`config.mk`:
```
export PLATFORM = sky130hd
export DESIGN_NAME = uer_regs
export DESIGN_NICKNAME = d
export VERILOG_FILES = /design/src/design/uer_pkg.sv /design/src/design/uer_regs.sv
export SDC_FILE = /design/constraint.sdc
export NUM_CORES = 1
export LEC_CHECK = 0
export ABC_AREA = 1
export BUFFER_PORTS_ARGS = -buffer_cell sky130_fd_sc_hd__buf_4
export CORE_ASPECT_RATIO = 1.4
export CORE_UTILIZATION = 55
export DETAILED_ROUTE_END_ITERATION = 16
export GPL_TIMING_DRIVEN = 1
export HOLD_SLACK_MARGIN = 0.1
export PLACE_DENSITY = 0.87
export SLEW_MARGIN = 20
export SYNTH_ARGS = -nofsm -noshare
export SYNTH_HDL_FRONTEND = slang
export SYNTH_SLANG_ARGS = --single-unit
export TNS_END_PERCENT = 100
```
`constraint.sdc`:
```
create_clock -name sys_clk -period 5.9 [get_ports sys_clk]
set_clock_uncertainty 0.15 [all_clocks]
set_input_delay 0 -clock sys_clk [delete_from_list [all_inputs] [get_ports sys_clk]]
set_output_delay 0 -clock sys_clk [all_outputs]
set_load 0.02 [all_outputs]
```
`src/design/uer_pkg.sv`:
```
package uer_pkg;

  // Register addresses on the three address lines
  localparam logic [2:0] ADDR_0 = 3'h0;
  localparam logic [2:0] ADDR_1 = 3'h1;
  localparam logic [2:0] ADDR_2 = 3'h2;
  localparam logic [2:0] ADDR_3 = 3'h3;
  localparam logic [2:0] ADDR_4 = 3'h4;
  localparam logic [2:0] ADDR_5 = 3'h5;
  localparam logic [2:0] ADDR_6 = 3'h6;
  localparam logic [2:0] ADDR_7 = 3'h7;

  // Line control key value and field positions
  localparam logic [7:0] LCR_ENH_KEY  = 8'hBF;
  localparam int         LCR_DIV_BIT  = 7;
  localparam int         EFR_EXT_BIT  = 4;
  localparam int         FCR_EN_BIT   = 0;
  localparam int         FCR_RXRST_BIT = 1;
  localparam int         FCR_TXRST_BIT = 2;
  localparam int         FEATURE_CONTROL_RX_BIT  = 7;
  localparam int         IER_RX_BIT   = 0;
  localparam int         IER_TX_BIT   = 1;
  localparam int         IER_LS_BIT   = 2;
  localparam int         IER_MS_BIT   = 3;
  localparam int         IER_XOFF_BIT = 5;
  localparam int         IER_RTS_BIT  = 6;
  localparam int         IER_CTS_BIT  = 7;

  // Extended bit masks, gated by the enhanced-function enable
  localparam logic [7:0] IER_EXT_MASK = 8'hF0;
  localparam logic [7:0] FCR_EXT_MASK = 8'h30;
  localparam logic [7:0] MCR_EXT_MASK = 8'hE0;
  localparam logic [7:0] ISR_EXT_MASK = 8'h30;

  // Interrupt status source codes, bits 5:0
  localparam logic [5:0] ISR_LINE    = 6'h06;
  localparam logic [5:0] ISR_TIMEOUT = 6'h0C;
  localparam logic [5:0] ISR_RXDATA  = 6'h04;
  localparam logic [5:0] ISR_TXRDY   = 6'h02;
  localparam logic [5:0] ISR_MODEM   = 6'h00;
  localparam logic [5:0] ISR_XOFF    = 6'h10;
  localparam logic [5:0] ISR_FLOW    = 6'h20;
  localparam logic [5:0] ISR_NONE    = 6'h01;

  // Reset values
  localparam logic [7:0]  REG_RESET  = 8'h00;
  localparam logic [15:0] DIV_RESET  = 16'h0000;
  localparam logic [7:0]  BYTE_ZERO  = 8'h00;

  // Host bus pins; the four strobes are active low
  typedef struct packed {
    logic       selN;       // Chip select
    logic       readN;      // Read strobe
    logic       writeN;     // Write strobe
    logic       statusSelN; // Shared FIFO status select
    logic [2:0] addr;       // Register address
    logic [7:0] wrData;     // Write data from host
  } uer_host_type;

  // Status from the receive and transmit datapaths
  typedef struct packed {
    logic [7:0] rxCount;    // Receive FIFO fill
    logic [7:0] txCount;    // Transmit FIFO fill
    logic [7:0] rxData;     // Receive holding byte
    logic       rxLoaded;   // Pulse: character entered receive FIFO
    logic       rxTimeout;  // Receive time-out pending
    logic       txReady;    // Transmit ready level
    logic [6:0] lineUpper;  // Line status bits 7:1
    logic [7:0] modemStat;  // Modem status byte
    logic       xoffSeen;   // Pause character detected
    logic       flowEdge;   // Flow pin change pending
    logic [3:0] chanRxRdy;  // Receive ready of all four channels
    logic [3:0] chanTxRdy;  // Transmit ready of all four channels
  } uer_stat_type;

  // Control outputs toward the rest of the channel
  typedef struct packed {
    logic [15:0] divisor;
    logic [7:0]  lineControl;
    logic [7:0]  interruptEnable;
    logic [7:0]  fifoControl;
    logic [7:0]  modemControl;
    logic [7:0]  featureControl;
    logic [7:0]  enhancedFunction;
    logic [7:0]  rxTrigger;
    logic [7:0]  txTrigger;
    logic [7:0]  resumeCharOne;
    logic [7:0]  resumeCharTwo;
    logic [7:0]  pauseCharOne;
    logic [7:0]  pauseCharTwo;
  } uer_ctrl_type;

endpackage

```
`src/design/uer_regs.sv`:
```
`timescale 1ns/10ps
module uer_regs
  import uer_pkg::*;
#(
  parameter logic [7:0] DEV_REVISION = 8'h01, // Arbitrary value
  parameter logic [7:0] DEV_IDENTITY = 8'h5A  // Arbitrary value
)
(
  input  wire logic         sys_clk,
  input  wire logic         rst,
  input  wire uer_host_type hostPins,
  input  wire uer_stat_type chanStat,
  output logic [7:0]        dataOut,
  output logic              dataOe,
  output uer_ctrl_type      ctrl,
  output logic [7:0]        txData,
  output logic              txWrite,
  output logic              rxPop,
  output logic              rxFifoReset,
  output logic              txFifoReset,
  output logic              irqOut,
  output logic              rxDataReady
);

  uer_host_type hostS1;    // First synchroniser stage
  uer_host_type hostS2;    // Second synchroniser stage
  uer_host_type hostPrev;  // Delayed copy for edge detection

  // Stored registers
  uer_ctrl_type regs;
  uer_ctrl_type next_regs;
  logic [7:0]   scratch;
  logic [7:0]   next_scratch;
  logic         txPend;        // Sticky transmit-ready interrupt
  logic         next_txPend;
  logic         txReadyPrev;   // Transmit ready one cycle earlier
  logic         dataReady;     // Receive data ready flag
  logic         next_dataReady;
  logic [7:0]   next_dataOut;
  logic         next_dataOe;
  logic [7:0]   next_txData;
  logic         next_txWrite;
  logic         next_rxPop;
  logic         next_rxFifoReset;
  logic         next_txFifoReset;

  // Decode helpers
  logic         extOn;         // Enhanced bits enabled
  logic         keyOn;         // Line control holds the enhanced key
  logic         divOn;         // Divisor access enabled
  logic         readStart;     // Falling edge of read strobe
  logic         writeEnd;      // Rising edge of write strobe
  logic         fifoOn;
  logic         rxAtTrigger;
  logic [5:0]   isrCode;
  logic [7:0]   isrByte;
  logic [7:0]   lsrByte;
  logic [7:0]   readByte;
  logic [7:0]   ierEff;
  logic [7:0]   mcrEff;

  // Two-flop synchroniser on the host pins plus an edge history stage
  always_ff @(posedge sys_clk or posedge rst)
  begin
    if (rst)
    begin
      hostS1   <= '1;
      hostS2   <= '1;
      hostPrev <= '1;
    end
    else
    begin
      hostS1   <= hostPins;
      hostS2   <= hostS1;
      hostPrev <= hostS2;
    end
  end

  // Mode and strobe decode
  always_comb
  begin
    extOn      = regs.enhancedFunction[EFR_EXT_BIT];
    keyOn      = (regs.lineControl == LCR_ENH_KEY);
    divOn      = regs.lineControl[LCR_DIV_BIT] && !keyOn;
    readStart  = hostPrev.readN && !hostS2.readN &&
                 (!hostS2.selN || !hostS2.statusSelN);
    writeEnd   = !hostPrev.writeN && hostS2.writeN && !hostPrev.selN;
    fifoOn     = regs.fifoControl[FCR_EN_BIT];
    ierEff     = extOn ? regs.interruptEnable
                       : (regs.interruptEnable & ~IER_EXT_MASK);
    mcrEff     = extOn ? regs.modemControl
                       : (regs.modemControl & ~MCR_EXT_MASK);
    // FIFO mode compares fill to trigger, otherwise any byte counts
    rxAtTrigger = fifoOn ? (chanStat.rxCount >= regs.rxTrigger)
                         : (chanStat.rxCount != BYTE_ZERO);
  end

  // Prioritised interrupt source from enabled pending sources
  always_comb
  begin
    if (ierEff[IER_LS_BIT] && (chanStat.lineUpper[3:0] != 4'h0))
      isrCode = ISR_LINE;
    else if (ierEff[IER_RX_BIT] && chanStat.rxTimeout)
      isrCode = ISR_TIMEOUT;
    else if (ierEff[IER_RX_BIT] && rxAtTrigger)
      isrCode = ISR_RXDATA;
    else if (ierEff[IER_TX_BIT] && txPend)
      isrCode = ISR_TXRDY;
    else if (ierEff[IER_MS_BIT] && (chanStat.modemStat[3:0] != 4'h0))
      isrCode = ISR_MODEM;
    else if (ierEff[IER_XOFF_BIT] && chanStat.xoffSeen)
      isrCode = ISR_XOFF;
    else if ((ierEff[IER_RTS_BIT] || ierEff[IER_CTS_BIT]) && chanStat.flowEdge)
      isrCode = ISR_FLOW;
    else
      isrCode = ISR_NONE;
    // FIFO enable mirrors in the top two bits; extended bits masked off when enhanced bits are disabled
    isrByte = {fifoOn, fifoOn, isrCode};
    if (!extOn)
      isrByte = isrByte & ~ISR_EXT_MASK;
    lsrByte = {chanStat.lineUpper, dataReady};
  end

  // Read data multiplexer
  always_comb
  begin
    readByte = BYTE_ZERO;
    if (!hostS2.statusSelN)
      // Address lines are ignored for the shared status byte
      readByte = {~chanStat.chanRxRdy, ~chanStat.chanTxRdy};
    else if (keyOn)
    begin
      if (hostS2.addr == ADDR_0)
        readByte = regs.featureControl[FEATURE_CONTROL_RX_BIT] ? chanStat.rxCount
                                                    : chanStat.txCount;
      else if (hostS2.addr == ADDR_1)
        readByte = regs.featureControl;
      else if (hostS2.addr == ADDR_2)
        readByte = regs.enhancedFunction;
      else if (hostS2.addr == ADDR_3)
        readByte = regs.lineControl;
      else if (hostS2.addr == ADDR_4)
        readByte = regs.resumeCharOne;
      else if (hostS2.addr == ADDR_5)
        readByte = regs.resumeCharTwo;
      else if (hostS2.addr == ADDR_6)
        readByte = regs.pauseCharOne;
      else
        readByte = regs.pauseCharTwo;
    end
    else if (divOn)
    begin
      // A zero divisor exposes the revision and identity bytes instead
      if (hostS2.addr == ADDR_0)
        readByte = (regs.divisor == DIV_RESET) ? DEV_REVISION
                                               : regs.divisor[7:0];
      else if (hostS2.addr == ADDR_1)
        readByte = (regs.divisor == DIV_RESET) ? DEV_IDENTITY
                                               : regs.divisor[15:8];
      else if (hostS2.addr == ADDR_3)
        readByte = regs.lineControl;
      else
        readByte = BYTE_ZERO;
    end
    else if (hostS2.addr == ADDR_0)
      readByte = chanStat.rxData;
    else if (hostS2.addr == ADDR_1)
      readByte = ierEff;
    else if (hostS2.addr == ADDR_2)
      readByte = isrByte;
    else if (hostS2.addr == ADDR_3)
      readByte = regs.lineControl;
    else if (hostS2.addr == ADDR_4)
      readByte = mcrEff;
    else if (hostS2.addr == ADDR_5)
      readByte = lsrByte;
    else if (hostS2.addr == ADDR_6)
      readByte = chanStat.modemStat;
    else
      readByte = scratch;
  end

  // Next values of registers, flags and bus outputs
  always_comb
  begin
    next_regs        = regs;
    next_scratch     = scratch;
    next_dataOut     = dataOut;
    next_dataOe      = dataOe;
    next_txData      = txData;
    next_txWrite     = 1'b0;
    next_rxPop       = 1'b0;
    next_rxFifoReset = 1'b0;
    next_txFifoReset = 1'b0;
    next_txPend      = txPend;

    // Read cycle: capture data at strobe fall, release bus at strobe rise
    if (readStart)
    begin
      next_dataOut = readByte;
      next_dataOe  = 1'b1;
      // Holding register read pops one byte
      if (hostS2.statusSelN && !keyOn && !divOn && hostS2.addr == ADDR_0)
        next_rxPop = 1'b1;
      // Status read acknowledges a shown transmit-ready source
      if (hostS2.statusSelN && !keyOn && !divOn && hostS2.addr == ADDR_2 &&
          isrCode == ISR_TXRDY)
        next_txPend = 1'b0;
    end
    else if (hostS2.readN)
      next_dataOe = 1'b0;

    // Write cycle, taken at the rising edge of the write strobe
    if (writeEnd)
    begin
      if (hostPrev.addr == ADDR_3)
        next_regs.lineControl = hostPrev.wrData;
      else if (keyOn)
      begin
        if (hostPrev.addr == ADDR_0)
        begin
          // Trigger write goes to the table chosen by the feature control
          if (regs.featureControl[FEATURE_CONTROL_RX_BIT])
            next_regs.rxTrigger = hostPrev.wrData;
          else
            next_regs.txTrigger = hostPrev.wrData;
        end
        else if (hostPrev.addr == ADDR_1)
          next_regs.featureControl = hostPrev.wrData;
        else if (hostPrev.addr == ADDR_2)
          next_regs.enhancedFunction = hostPrev.wrData;
        else if (hostPrev.addr == ADDR_4)
          next_regs.resumeCharOne = hostPrev.wrData;
        else if (hostPrev.addr == ADDR_5)
          next_regs.resumeCharTwo = hostPrev.wrData;
        else if (hostPrev.addr == ADDR_6)
          next_regs.pauseCharOne = hostPrev.wrData;
        else
          next_regs.pauseCharTwo = hostPrev.wrData;
      end
      else if (divOn)
      begin
        if (hostPrev.addr == ADDR_0)
          next_regs.divisor[7:0] = hostPrev.wrData;
        else if (hostPrev.addr == ADDR_1)
          next_regs.divisor[15:8] = hostPrev.wrData;
      end
      else if (hostPrev.addr == ADDR_0)
      begin
        // Transmit holding write also clears the transmit-ready source
        next_txData  = hostPrev.wrData;
        next_txWrite = 1'b1;
        next_txPend  = 1'b0;
      end
      else if (hostPrev.addr == ADDR_1)
        next_regs.interruptEnable = extOn ? hostPrev.wrData
            : ((hostPrev.wrData & ~IER_EXT_MASK) |
               (regs.interruptEnable & IER_EXT_MASK));
      else if (hostPrev.addr == ADDR_2)
      begin
        // Other bits program only together with the enable bit
        if (hostPrev.wrData[FCR_EN_BIT])
        begin
          next_regs.fifoControl = extOn ? hostPrev.wrData
              : ((hostPrev.wrData & ~FCR_EXT_MASK) |
                 (regs.fifoControl & FCR_EXT_MASK));
          next_rxFifoReset = hostPrev.wrData[FCR_RXRST_BIT];
          next_txFifoReset = hostPrev.wrData[FCR_TXRST_BIT];
        end
        else
          next_regs.fifoControl = REG_RESET;
      end
      else if (hostPrev.addr == ADDR_4)
        next_regs.modemControl = extOn ? hostPrev.wrData
            : ((hostPrev.wrData & ~MCR_EXT_MASK) |
               (regs.modemControl & MCR_EXT_MASK));
      else if (hostPrev.addr == ADDR_7)
        next_scratch = hostPrev.wrData;
    end

    // New transmit-ready edge wins over any clear in the same cycle
    if (chanStat.txReady && !txReadyPrev)
      next_txPend = 1'b1;

    // Load wins over the empty clear
    if (chanStat.rxLoaded)
      next_dataReady = 1'b1;
    else if (chanStat.rxCount == BYTE_ZERO)
      next_dataReady = 1'b0;
    else
      next_dataReady = dataReady;
  end

  // Register stage for all state of the block except the host pin synchroniser
  always_ff @(posedge sys_clk or posedge rst)
  begin
    if (rst)
    begin
      regs        <= '0;
      scratch     <= REG_RESET;
      dataOut     <= REG_RESET;
      dataOe      <= 1'b0;
      txData      <= REG_RESET;
      txWrite     <= 1'b0;
      rxPop       <= 1'b0;
      rxFifoReset <= 1'b0;
      txFifoReset <= 1'b0;
      txPend      <= 1'b0;
      txReadyPrev <= 1'b0;
      dataReady   <= 1'b0;
    end
    else
    begin
      regs        <= next_regs;
      scratch     <= next_scratch;
      dataOut     <= next_dataOut;
      dataOe      <= next_dataOe;
      txData      <= next_txData;
      txWrite     <= next_txWrite;
      rxPop       <= next_rxPop;
      rxFifoReset <= next_rxFifoReset;
      txFifoReset <= next_txFifoReset;
      txPend      <= next_txPend;
      txReadyPrev <= chanStat.txReady;
      dataReady   <= next_dataReady;
    end
  end

  // Effective control outputs; extended bits masked when disabled
  always_comb
  begin
    ctrl                 = regs;
    ctrl.interruptEnable = ierEff;
    ctrl.modemControl    = mcrEff;
    ctrl.fifoControl     = extOn ? regs.fifoControl
                                 : (regs.fifoControl & ~FCR_EXT_MASK);
  end

  // Interrupt follows the status code level, so it drops with the source
  assign irqOut      = (isrCode != ISR_NONE);
  assign rxDataReady = dataReady;

endmodule // uer_regs

```
; After elaboration in Yosys (flattened, before gate mapping)
; Cells that the tools add are included.
[word_totals]
reg_bits = 188
input_bits = 69
[classes]
order_cmp = 1
eq_ne = 16
muxes = 74
bitwise = 15
n_reduce_logical = 53
[ops]
columns = operator, n
row1 = $mux W8, 29
row2 = $mux W6, 9
row3 = $mux W1, 36
row4 = $reduce_and A9 Y1, 3
row5 = $reduce_and A5 Y1, 5
row6 = $eq A3 B3 Y1 const B, 7
row7 = $logic_and A1 B1 Y1, 18
row8 = $reduce_and A6 Y1, 3
row9 = $logic_not A16 Y1, 1
row10 = $reduce_and A8 Y1, 2
row11 = $reduce_and A7 Y1, 2
row12 = $eq A3 B2 Y1 const B, 4
row13 = $not A1 Y1, 10
row14 = $eq A8 B8 Y1 const B, 1
row15 = $ge A8 B8 Y1, 1
row16 = $logic_not A1 Y1, 8
row17 = $logic_not A8 Y1, 1
row18 = $not A4 Y4, 2
row19 = $or A4 B8 Y8, 1
row20 = $or A5 B8 Y8, 1
row21 = $or A8 B6 Y8, 1
row22 = $reduce_bool A4 Y1, 2
row23 = $reduce_bool A8 Y1, 1
row24 = $eq A3 B1 Y1 const B, 2
row25 = other kinds (6), 9

; Longest topological paths before layout
[depth]
word_depth = 20
ltp_mapped = 20
ltp_nobuf = 20

; Least setup slack after synthesis
; No wires, ideal clock.
[synth_timing]
path_kind = reg-to-reg
from = reg regs (netlist bit ctrl[43])
to = reg dataOut[0]
arrival_ns = 1.809
setup_slack_ns = 3.863
path_stages_with_launch = 20
path_buffers = 0
synth_period_minus_slack_ns = 2.037
path_cell_list = dfrtp_1 -> inv_1 -> ha_1 -> nand2_1 -> nor2_1 -> nor2_1 -> nand2_1 -> nand2_1 -> nand2_1 -> nand2_1 -> nand2_1 -> nor2_1 -> nand2_1 -> nand2_1 -> nand2_1 -> nand2_1 -> nand2_1 -> nand2_1 -> nand2_1 -> a21oi_1
[synth_via]
elab_chain_len = 13
[synth_lines]
columns = element, line_no
row1 = "start, declared", uer_regs.sv:30  ; uer_ctrl_type regs;
row2 = "start signal, assigned", uer_regs.sv:314  ; regs <= next_regs;
row3 = $ge A8 B8 Y1, uer_regs.sv:94  ; rxAtTrigger = fifoOn ? (chanStat.rxCount >= regs.rxTrigger)
row4 = $mux W1, uer_regs.sv:94
row5 = $logic_and A1 B1 Y1, uer_regs.sv:105  ; else if (ierEff[IER_RX_BIT] && rxAtTrigger)
row6 = $mux W6, uer_regs.sv:105
row7 = $mux W6, uer_regs.sv:103  ; else if (ierEff[IER_RX_BIT] && chanStat.rxTimeout)
row8 = $mux W6, uer_regs.sv:101  ; if (ierEff[IER_LS_BIT] && (chanStat.lineUpper[3:0] != 4'h0))
row9 = $mux W6, uer_regs.sv:119  ; if (!extOn)
row10 = $mux W8, uer_regs.sv:169  ; else if (hostS2.addr == ADDR_2)
row11 = $mux W8, uer_regs.sv:167  ; else if (hostS2.addr == ADDR_1)
row12 = $mux W8, uer_regs.sv:165  ; else if (hostS2.addr == ADDR_0)
row13 = $mux W8, uer_regs.sv:151  ; else if (divOn)
row14 = $mux W8, uer_regs.sv:131  ; else if (keyOn)
row15 = $mux W8, uer_regs.sv:128  ; if (!hostS2.statusSelN)
row16 = "end signal, assigned", uer_regs.sv:316  ; dataOut <= next_dataOut;
row17 = "end, declared", uer_regs.sv:13  ; output logic [7:0] dataOut,
; No other way between the ends.
; A chain may end at the register's enable or synchronous reset.

; Worst setup path in the final report
[layout_timing]
from = reg hostS2[8] (netlist bit)
to = reg dataOut[4]
[layout_via]
elab_chain_len = 11
[layout_lines]
columns = element, line_no
row1 = "start, declared", uer_regs.sv:26  ; uer_host_type hostS2;
row2 = "start signal, assigned", uer_regs.sv:74  ; hostS2 <= hostS1;
row3 = $eq A3 B3 Y1, "uer_regs.sv:146, uer_regs.sv:177"
row4 = $mux W8, uer_regs.sv:177  ; else if (hostS2.addr == ADDR_6)
row5 = $mux W8, uer_regs.sv:175  ; else if (hostS2.addr == ADDR_5)
row6 = $mux W8, uer_regs.sv:173  ; else if (hostS2.addr == ADDR_4)
row7 = $mux W8, uer_regs.sv:171  ; else if (hostS2.addr == ADDR_3)
row8 = $mux W8, uer_regs.sv:169
row9 = $mux W8, uer_regs.sv:167
row10 = $mux W8, uer_regs.sv:165
row11 = $mux W8, uer_regs.sv:151
row12 = $mux W8 (*), uer_regs.sv:131
row13 = $mux W8 (*), uer_regs.sv:128
; Every way passes the cells marked *; elsewhere a longest branch is shown, timed or not.

==> metrics.cfg <==
[synthesis]
synth_most_common_cell=nand2_1
syn_area_sq_mm=0.009484
synth_ff_type=dfrtp_1
synth_common_cells=nand2_1, dfrtp_1, o21ai_0
yosys.area.top_type=dfrtp_1
async_reset_ff_share_pct=100.0
avgSynthCellArea_sq_um=8.269
yosys-top-cells-area=dfrtp_1, dfstp_2, nand2_1, buf_4, o21ai_0
yosys_warnings=0
synth.net_count=1224
ys_ff_latch=188
synth_seq_area_share_pct=50.18
synth_top_area_share_pct=37.99
postSynthCellCount=1147
synth-edff-count=0
yosys.cell_types.count=40

[timing]
finalCriticalPeriod_ps=3821
finalCritPeriodShare_pct=64.76
slew_headroom_pct=32.96
rsz0062_at_grt=no
fmax_mhz=261.7
slew_violations=0
hold_viol_final=0
worstMarginPinSlew_ps=1006
fin_tns_setup_ps=0
setup_viol=0

[critical_path]
crit_top_cell=nand2_1
cp.required_ps=6080
critical_path_buf_inv_count=3
end_kind=register
crit_slowest_cell=dfstp_2
crit_type=register to register
crit_family=buffers and inverters
r2r_slack_ps=2080
r2r_cells=15
arrival_ps=4000
r2r-start=hostS2[8]
r2r_end=dataOut[4]
crit_path_max_fanout=20
start_kind=register
critPathMaxStageDelay_ps=640
cp_cell_sequence=nor2_1, nand2_1, inv_1, a21oi_1, o21ai_1, o211ai_1, nand2_1, nand2_1, nand2_1, nand2_1, nand2_1, a21oi_1, dlygate4sd3_1, a21oi_1, dlygate4sd3_1

[die]
boundaryPins=204
rows=56
die-area_sq_mm=0.01778
fp.coreArea_sq_mm=0.01682
die_x_um=113.0
start_util_pct=56.40
die_h_um=157.4

[layout]
finalNonFillerCells=1505
antenna_cells=0
stdcell_area_sq_mm=0.01156
area_growth_pct=21.87
layout.nets=1366
drive_gt1_share_pct=23.58

[global_routing]
grt_use_met3_pct=6.392
antenna_found_initial=0
grt_max_degree=115
grt_pass1_vias=8060
gr-usage-met2_pct=56.55
grt.busiest_layer=met2
grt.overflow.total=0
grt_first_pass_wirelength_um=43000
met1_usage_pct=37.68
grt_use_total_pct=32.67

[clocking]
htreeDepth=4
clockBufferDepth=2
numCtsBuffers=17
clock_latency_ps=450
cts.sinks=188
root_buffer=clkbuf_16
path_clk_slew_ps=70
cts_tree=built

[route]
totalWireLength_um=28410
drt.antenna.violating_nets=0
drcViolationCount=0
drtPass1Iterations=6
vias_per_cell=5.508
vias=8289
dr.first_iter.drc_count=800
wl_per_cell_um=18.88

[place]
hpwl_um=19580
place_area_sq_mm=0.01031
place_congestion=0.9330
place_inst=1411
port_buffers=203

[power_and_ir_drop]
finalPower_w=0.003213
irDropWorstVdd_v=0.0002198
p_per_area_mw_per_mm2=277.9
p_leak_nw=6.039

[min_path]
hp-class=input port to async pin

[run_status]
status=completed

[flow_run]
maxCapViolCount=0

-- per-layer routing --
layer	vias up	share of wire, %
met5	-	0
met4	0	5.2
met3	99	7.2
met2	444	50
met1	3892	37
li1	3854	-
-- kinds of logic after synthesis --
| group | Yosys count | share of synthesized area, % |
|---|---|---|
| and+or+nand+nor | 416 | 18.09 |
| buffers and inverters | 265 | 15.05 |
| AOI/OAI and AO/OA | 254 | 13.93 |
| DFF | 188 | 50.18 |
| muxes | 16 | 1.689 |
| adders and majority gates | 8 | 1.055 |
-- sequential cells by signal, indices dropped and copies added (netlist names), 8 cells and up --
name,cells
hostS1,15
regs,23
dataOut,8
hostPrev,14
ctrl,88
scratch,8
hostS2,15
txData,8
-- tightest hold or removal path: cells and delay by family --
family   cells  cell delay (ps)
buf+inv      3             1310
-- per-stage QoR --
step | hold slack (ps) | setup slack (ps) | utilization (%)
3_3_place_gp | -42.08 | 3326 | 61.34
5_1_grt | 203.8 | 1791 | 68.74
6_report | 150.2 | 2079 | 68.74
4_1_cts | 203.2 | 2186 | 68.74
2_1_floorplan | -145.5 | 709.0 | -
3_5_place_dp | -40.90 | 3258 | 61.34
-- area by class of cell --
class / instances / area (sq um)
Timing Repair Buffer: 268 / 2167
Inverter: 120 / 457.9
Sequential cell: 188 / 4760
Clock buffer: 18 / 450.4
Fill cell: 1323 / 5258
Clock inverter: 14 / 172.7
Tap cell: 203 / 254.0
Multi-Input combinational cell: 694 / 3297
-- placed cells by master (no fill, tap or decap), types with 2 or more instances in the layout --
cell type | netlist | layout
a21oi_1 | 68 | 68
a31oi_1 | 2 | 2
buf_4 | 106 | 206
bufinv_16 | 0 | 2
clkbuf_16 | 0 | 18
clkinv_2 | 0 | 2
clkinv_4 | 0 | 2
dfrtp_1 | 144 | 144
dfstp_2 | 44 | 44
dlygate4sd3_1 | 0 | 62
ha_1 | 8 | 8
inv_1 | 111 | 110
inv_2 | 7 | 7
inv_6 | 0 | 5
inv_8 | 0 | 3
mux2i_1 | 16 | 16
nand2_1 | 272 | 272
nand3_1 | 15 | 15
nand3_4 | 2 | 2
nand3b_1 | 2 | 2
nand4_1 | 4 | 4
nor2_1 | 99 | 99
nor2_2 | 2 | 2
nor3_1 | 4 | 4
nor3_2 | 3 | 3
nor3_4 | 2 | 2
nor4_1 | 4 | 4
o211ai_1 | 7 | 7
o21ai_0 | 144 | 144
o21ai_1 | 23 | 23
o21bai_1 | 3 | 3
o32ai_1 | 2 | 2
or2_2 | 3 | 3
-- repair_timing --
item,CTS,global route
resized for setup,0,0
hold buffers,62,0
setup buffers,0,0
hold endpoints to repair,106,0
-- where the power goes --
part / switching (W) / internal [W]
Clock: 0.000545 / 0.000667
Sequential: 0.0000749 / 0.00138
Combinational: 0.000326 / 0.000220
Total: 0.000946 / 0.00227
-- worst max path at each step --
stage,from,to,cells past startpoint
5_1_grt,hostS2[8],dataOut[4],15
3_5_place_dp,hostS2[8],dataOut[4],15
3_3_place_gp,hostS2[8],dataOut[4],15
6_report,hostS2[8],dataOut[4],15
4_1_cts,hostS2[8],dataOut[4],15
2_1_floorplan,rst,ctrl[0],1
Note: power is estimated with default switching activity, not from simulation.
